--- src/core/sprite_regs_pkg.sv ---
// sprite plane geometry and colour-key register bank: offsets, fields, resets
// assumes a 32-bit byte-addressed register port on the display clock
`default_nettype none
package sprite_regs_pkg;
  localparam logic [19:0] off_size = 20'h72190;
  localparam logic [19:0] off_key_value = 20'h72194;
  localparam logic [19:0] off_key_mask = 20'h72198;
  localparam logic [19:0] off_surface_base = 20'h7219c;
  localparam logic [19:0] off_key_max = 20'h721a0;
  localparam logic [19:0] off_tiled_pan = 20'h721a4;
  localparam logic [31:0] size_mask = 32'h0fff0fff;
  localparam logic [31:0] key_value_mask = 32'h00ffffff;
  localparam logic [31:0] key_mask_mask = 32'h07ffffff;
  localparam logic [31:0] surface_mask = 32'hfffff000;
  localparam logic [31:0] key_max_mask = 32'h00ffffff;
  localparam logic [31:0] tiled_pan_mask = 32'h0fff0fff;
  localparam logic [31:0] reg_reset = 32'h00000000;
  localparam int height_lsb = 16;
  localparam int width_lsb = 0;
  localparam int src_en_lsb = 24;
  localparam int chan_hi_lsb = 16;
  localparam int chan_mid_lsb = 8;
  localparam int chan_lo_lsb = 0;
  localparam int surface_lsb = 12;
  typedef enum logic [1:0] {
    arm_idle = 2'b00,
    arm_armed = 2'b01
  } arm_state_t;
endpackage
`default_nettype wire

--- src/core/sprite_plane_geometry_key_regs.sv ---
// sprite plane double-buffered geometry and colour-key register bank
// assumes register writes, vblank and disable inputs all sync to clk_in
`default_nettype none
module sprite_plane_geometry_key_regs
  import sprite_regs_pkg::*;
(
  input wire logic clk_in,
  input wire logic reset_in,
  input wire logic clk_en_in,
  input wire logic [19:0] reg_addr_in,
  input wire logic reg_wr_in,
  input wire logic reg_rd_in,
  input wire logic [31:0] reg_wdata_in,
  output logic [31:0] reg_rdata_out,
  input wire logic flip_valid_in,
  input wire logic [31:0] flip_surface_in,
  input wire logic vblank_start_in,
  input wire logic pipe_enable_in,
  input wire logic sprite_enable_in,
  input wire logic key_src_enable_in,
  input wire logic key_dst_enable_in,
  input wire logic tiled_surface_in,
  input wire logic rotate_180_in,
  input wire logic [31:0] linear_pan_in,
  input wire logic [23:0] src_pixel_in,
  input wire logic [23:0] dst_pixel_in,
  output logic [11:0] height_lines_out,
  output logic [11:0] width_pixels_out,
  output logic [31:0] surface_addr_out,
  output logic [31:0] pan_linear_out,
  output logic [11:0] pan_y_out,
  output logic [11:0] pan_x_out,
  output logic pan_lower_right_out,
  output logic key_hit_out,
  output logic size_armed_out
);

  function automatic logic chan_in_range(input logic [7:0] v, input logic [7:0] lo, input logic [7:0] hi);
    chan_in_range = (v >= lo) && (v <= hi);
  endfunction

  function automatic logic hits(input logic [19:0] a, input logic [19:0] off, input logic stb);
    hits = stb && (a == off);
  endfunction

  logic [31:0] size_r, key_value_r, key_mask_r, surface_r, key_max_r, tiled_pan_r;
  logic [31:0] size_act_r, key_value_act_r, key_mask_act_r, surface_act_r, key_max_act_r, tiled_pan_act_r;
  arm_state_t arm_r;
  arm_state_t arm_nxt;
  logic update_now, size_update, surf_write;

  // pipe off makes second stage transparent every cycle except size, which waits for arming
  assign update_now = vblank_start_in || !pipe_enable_in;
  assign size_update = (arm_r == arm_armed) && (vblank_start_in || !pipe_enable_in || !sprite_enable_in);
  assign surf_write = hits(reg_addr_in, off_surface_base, reg_wr_in) || flip_valid_in;

  // first stage, reserved bits never stored
  always_ff @(posedge clk_in or posedge reset_in) begin
    if (reset_in) begin
      size_r <= reg_reset;
      key_value_r <= reg_reset;
      key_mask_r <= reg_reset;
      surface_r <= reg_reset;
      key_max_r <= reg_reset;
      tiled_pan_r <= reg_reset;
    end else if (clk_en_in) begin
      if (hits(reg_addr_in, off_size, reg_wr_in)) begin
        size_r <= reg_wdata_in & size_mask;
      end
      if (hits(reg_addr_in, off_key_value, reg_wr_in)) begin
        key_value_r <= reg_wdata_in & key_value_mask;
      end
      if (hits(reg_addr_in, off_key_mask, reg_wr_in)) begin
        key_mask_r <= reg_wdata_in & key_mask_mask;
      end
      // a register write wins over a flip in the same cycle
      if (hits(reg_addr_in, off_surface_base, reg_wr_in)) begin
        surface_r <= reg_wdata_in & surface_mask;
      end else if (flip_valid_in) begin
        surface_r <= flip_surface_in & surface_mask;
      end
      if (hits(reg_addr_in, off_key_max, reg_wr_in)) begin
        key_max_r <= reg_wdata_in & key_max_mask;
      end
      if (hits(reg_addr_in, off_tiled_pan, reg_wr_in)) begin
        tiled_pan_r <= reg_wdata_in & tiled_pan_mask;
      end
    end
  end

  // arm flag: a fresh arm in the transfer cycle survives
  always_comb begin
    arm_nxt = arm_r;
    case (arm_r)
      arm_idle: begin
        if (surf_write) begin
          arm_nxt = arm_armed;
        end
      end
      arm_armed: begin
        if (size_update && !surf_write) begin
          arm_nxt = arm_idle;
        end
      end
      default: begin
        arm_nxt = arm_idle;
      end
    endcase
  end

  always_ff @(posedge clk_in or posedge reset_in) begin
    if (reset_in) begin
      arm_r <= arm_idle;
    end else if (clk_en_in) begin
      arm_r <= arm_nxt;
    end
  end

  // second stage drives the plane
  always_ff @(posedge clk_in or posedge reset_in) begin
    if (reset_in) begin
      key_value_act_r <= reg_reset;
      key_mask_act_r <= reg_reset;
      surface_act_r <= reg_reset;
      key_max_act_r <= reg_reset;
      tiled_pan_act_r <= reg_reset;
    end else if (clk_en_in && update_now) begin
      key_value_act_r <= key_value_r;
      key_mask_act_r <= key_mask_r;
      surface_act_r <= surface_r;
      key_max_act_r <= key_max_r;
      tiled_pan_act_r <= tiled_pan_r;
    end
  end

  always_ff @(posedge clk_in or posedge reset_in) begin
    if (reset_in) begin
      size_act_r <= reg_reset;
    end else if (clk_en_in && size_update) begin
      size_act_r <= size_r;
    end
  end

  // readback of first stage
  always_ff @(posedge clk_in or posedge reset_in) begin
    if (reset_in) begin
      reg_rdata_out <= reg_reset;
    end else if (clk_en_in) begin
      if (!reg_rd_in) begin
        reg_rdata_out <= reg_reset;
      end else begin
        case (reg_addr_in)
          off_size: reg_rdata_out <= size_r;
          off_key_value: reg_rdata_out <= key_value_r;
          off_key_mask: reg_rdata_out <= key_mask_r;
          off_surface_base: reg_rdata_out <= surface_r;
          off_key_max: reg_rdata_out <= key_max_r;
          off_tiled_pan: reg_rdata_out <= tiled_pan_r;
          default: reg_rdata_out <= reg_reset;
        endcase
      end
    end
  end

  // geometry and panning outputs
  always_ff @(posedge clk_in or posedge reset_in) begin
    if (reset_in) begin
      height_lines_out <= '0;
      width_pixels_out <= '0;
      surface_addr_out <= '0;
      pan_linear_out <= '0;
      pan_y_out <= '0;
      pan_x_out <= '0;
      pan_lower_right_out <= 1'b0;
      size_armed_out <= 1'b0;
    end else if (clk_en_in) begin
      // fields are minus-one coded; outputs give true counts, wrapping at 4096
      height_lines_out <= size_act_r[height_lsb +: 12] + 12'h001;
      width_pixels_out <= size_act_r[width_lsb +: 12] + 12'h001;
      surface_addr_out <= surface_act_r;
      size_armed_out <= (arm_r == arm_armed);
      // tiled surface ignores linear offset and vice versa
      pan_linear_out <= tiled_surface_in ? 32'h00000000 : linear_pan_in;
      pan_y_out <= tiled_surface_in ? tiled_pan_act_r[height_lsb +: 12] : 12'h000;
      pan_x_out <= tiled_surface_in ? tiled_pan_act_r[width_lsb +: 12] : 12'h000;
      pan_lower_right_out <= tiled_surface_in && rotate_180_in;
    end
  end

  logic src_hit, dst_hit;
  logic [2:0] chan_ok;
  logic [23:0] dst_diff;

  // source key: enabled channels range-checked between value and max
  always_comb begin
    chan_ok[2] = !key_mask_act_r[src_en_lsb + 2] ||
      chan_in_range(src_pixel_in[chan_hi_lsb +: 8], key_value_act_r[chan_hi_lsb +: 8],
                    key_max_act_r[chan_hi_lsb +: 8]);
    chan_ok[1] = !key_mask_act_r[src_en_lsb + 1] ||
      chan_in_range(src_pixel_in[chan_mid_lsb +: 8], key_value_act_r[chan_mid_lsb +: 8],
                    key_max_act_r[chan_mid_lsb +: 8]);
    chan_ok[0] = !key_mask_act_r[src_en_lsb] ||
      chan_in_range(src_pixel_in[chan_lo_lsb +: 8], key_value_act_r[chan_lo_lsb +: 8],
                    key_max_act_r[chan_lo_lsb +: 8]);
    src_hit = key_src_enable_in && (&chan_ok);
    // destination key: mismatches under a zero mask bit ignored
    dst_diff = (dst_pixel_in ^ key_value_act_r[23:0]) & key_mask_act_r[23:0];
    dst_hit = key_dst_enable_in && (dst_diff == 24'h000000);
  end

  // keying off means no hit whatever the key value holds
  always_ff @(posedge clk_in or posedge reset_in) begin
    if (reset_in) begin
      key_hit_out <= 1'b0;
    end else if (clk_en_in) begin
      key_hit_out <= src_hit || dst_hit;
    end
  end
endmodule // sprite_plane_geometry_key_regs
`default_nettype wire

--- config.mk ---
export PLATFORM = sky130hd
export DESIGN_NAME = sprite_plane_geometry_key_regs
export DESIGN_NICKNAME = d
export VERILOG_FILES = /design/src/core/sprite_regs_pkg.sv /design/src/core/sprite_plane_geometry_key_regs.sv
export SDC_FILE = /design/constraint.sdc
export NUM_CORES = 1
export LEC_CHECK = 0
export CORE_AREA = 2 2 217 166
export DETAILED_ROUTE_END_ITERATION = 6
export DIE_AREA = 0 0 219 168
export DONT_BUFFER_PORTS = 1
export PLACE_DENSITY = 0.7
export SETUP_SLACK_MARGIN = 0.5
export SYNTH_ARGS = -nofsm -noshare
export SYNTH_HDL_FRONTEND = slang
export SYNTH_SLANG_ARGS = --single-unit
--- constraint.sdc ---
create_clock -name clk_in -period 15.9 [get_ports clk_in]
set_input_delay 0.795 -clock clk_in [delete_from_list [all_inputs] [get_ports clk_in]]
set_output_delay 0.795 -clock clk_in [all_outputs]
set_load 0.03 [all_outputs]
==> qor.csv <==
metric,value,unit
numCtsBuffers,41,
power_frac_seq,52.1,%
worst_ep_arrival_time,4.23,ns
comb_power_share,5.1,%
wl,49200,um
power_leakage,9.48,nW
yosysTopAreaCell,dfrtp_1,
rsz0062_at_grt,no,
cts_resized,0,
syn_area,18800,sq um
grt_pass1_wl,74500,um
die-area,36800,sq um
gr-total-overflow,0,
die_w,219,um
place_congestion,0.806,
syn_avg_cell_area,12.0,sq um
htreeDepth,2,
status,completed,
hold_ws,0.176,ns
layout-drive-gt1-share,24.5,%
syn_to_final_growth,9.13,%
drv_slew,0,
core,35000,sq um
layout.nets,1765,
ys_seq_area_share,56.1,%
die_h,168,um
path_class,primary input to register,
clk_pin_slew,0.06,ns
synth_edf_count,0,
worstMarginPinSlew,1.24,ns
hold_viol,0,
end_kind,register,
power.density,112,nW/um^2
ys.flop_type,dfrtp_1,
grt_max_degree,189,
portBuffers,0,
relSlewSlack,16.7,%
worstPathMaxFanout,17,
clk-insertion-delay-late,0.56,ns
p_sw_share,24.5,%
max_cap_violations,0,
synth-seq-cells,422,
ant_nets,0,
detail_route.iter0.violations,955,
synth_area_leaders,"dfrtp_1 (56%), mux2_2 (17%), ha_1 (3.3%)",
clockRootBuffer,clkbuf_16,
netlist_instances,1563,
r2r_slack,13.54,ns
intPower,1.74,mW
cts.sinks,422,
final_cell_mix,"dfrtp_1 (422), mux2_2 (291), inv_1 (120)",
grt_pass1_vias,12200,
synth-async-reset-ratio,100,%
final_common_cell,dfrtp_1,
initial_core_util,53.8,%
ios,324,
critPathRequiredTime,16.32,ns
min_period,3.80,ns
fill_cells,2881,
finalSetupTns,0,ns
peakVddDrop,93.8,uV
ctsLongestPathBuffers,3,
std_cell_rows,60,
routed_via_density,6.02,
antenna_found_initial,2,
rr_worst_depth,7,
r2r_end,key_hit_out,
cts_setup_buffers,0,
layout_worst_path_cycle_share,23.9,%
dr.pass1.iters,6,
skew,0.0237,ns
p_switching,564,uW
fmax,263,MHz
synth_cell_types,61,
power_frac_clock,42.8,%
cp-start-kind,primary input,
cts_tree,yes,
routedWlPerCell,24.2,um
r2r_start,key_max_act_r[11],
route.detailed.drc,0,
grtUsageTotal,26.6,%
postCtsHoldBufs,0,
hold_path.class,primary input to asynchronous set/reset pin,
yosysTopAreaCellShare,56.1,%
hpwl,34500,um
setup_viol,0,
vias,12200,
yosysWarningCount,0,
## metal layers
layer	routed length [um]	global-route usage, %
met4	1010	6.11
met3	4250	6.99
met1	20500	36.7
met5	0	0
met2	23400	42.5
## power groups by stage
stage	clock (mW)	sequential [mW]	combinational [mW]
6_report	0.984	1.20	0.117
3_3_place_gp	0	1.22	0.115
5_1_grt	1.04	1.20	0.132
3_5_place_dp	0	1.22	0.119
2_1_floorplan	0	1.21	0.106
4_1_cts	1.00	1.20	0.119
## sequential cells by signal (all words and copies together), names as in the netlist, 24 cells and up
| signal | cells |
|---|---|
| tiled_pan_r | 24 |
| pan_linear_out | 32 |
| size_act_r | 24 |
| key_value_act_r | 24 |
| tiled_pan_act_r | 24 |
| key_mask_act_r | 27 |
| size_r | 24 |
| reg_rdata_out | 32 |
| key_max_act_r | 24 |
| key_max_r | 24 |
| key_mask_r | 27 |
| key_value_r | 24 |
## critical path: stages
cell and delay, ns:
nor4b_1 0.27, nand2_1 0.36, or2_1 0.64, nor3_2 0.78, nand2_1 0.66, buf_4 0.41, mux2_2 0.29
## cell families (layout without fill, tap and decap cells)
group | count (synthesis) | count (layout) | share of synthesized area [%]
mux | 294 | 294 | 17.6
xor+xnor | 43 | 43 | 2.00
other cells | 1 | 15 | 0.0199
compound gates | 296 | 296 | 9.97
flops | 422 | 422 | 56.1
simple gates | 240 | 240 | 6.26
buf+inv | 217 | 208 | 4.73
fa+ha+maj | 50 | 50 | 3.32
## synthesized netlist by cell type, types with 3 or more instances
cell type    n
a21oi_1     81
o21ai_0     85
a31oi_1      3
inv_1      121
buf_4       14
buf_2        7
xnor2_1      7
nand4_1      8
o22ai_1     24
a222oi_1    16
a211oi_1    17
and3_1       7
xor2_1      36
o211ai_1     3
a22o_1       3
clkbuf_1    63
nand2_1     80
a22oi_1     18
a221oi_1    11
a32o_1      12
nor2b_1      7
a21o_1      11
o2bb2ai_1    4
nor4_1       6
nand3_1     47
nor3_1       5
nor2_1      51
dfrtp_1    422
ha_1        50
nand2b_1     4
mux2_2     291
buf_1        9
or3_1        4
## worst max path at each step
stage | from | to | slack, ns | cells after the start
3_5_place_dp | reg_addr_in[1] | size_r[21] | 11.61 | 7
5_1_grt | reg_addr_in[10] | size_r[16] | 11.89 | 7
6_report | reg_addr_in[1] | size_r[21] | 12.10 | 7
2_1_floorplan | reset_in | arm_r[0] | 3.36 | 1
3_3_place_gp | reg_addr_in[11] | size_r[27] | 11.63 | 7
4_1_cts | reg_addr_in[1] | size_r[21] | 12.14 | 7
## layout make-up
| type | instances | area (sq um) | area share [%] |
|---|---|---|---|
| clock buffers | 59 | 1200 | 5.82 |
| inverters | 122 | 465 | 2.27 |
| repair buffers | 16 | 133 | 0.646 |
| diodes | 3 | 7.51 | 0.0366 |
| flip-flops and latches | 422 | 10600 | 51.4 |
| clock inverters | 11 | 144 | 0.701 |
| well taps | 465 | 582 | 2.83 |
| multi-input cells | 935 | 7450 | 36.3 |
## per-stage QoR
step	total power, mW	instance area, sq um	utilization (%)	setup slack [ns]	cells
finish	2.30	20500	58.7	12.10	2033
global route	2.38	20500	58.7	11.89	2032
CTS	2.32	20500	58.7	12.14	2030
detailed placement	1.34	19200	54.9	11.61	1960
global placement	1.33	19200	54.9	11.63	1960
floorplan	1.31	18900	-	3.36	1574
No activity file was read; power rests on OpenSTA's default activity.
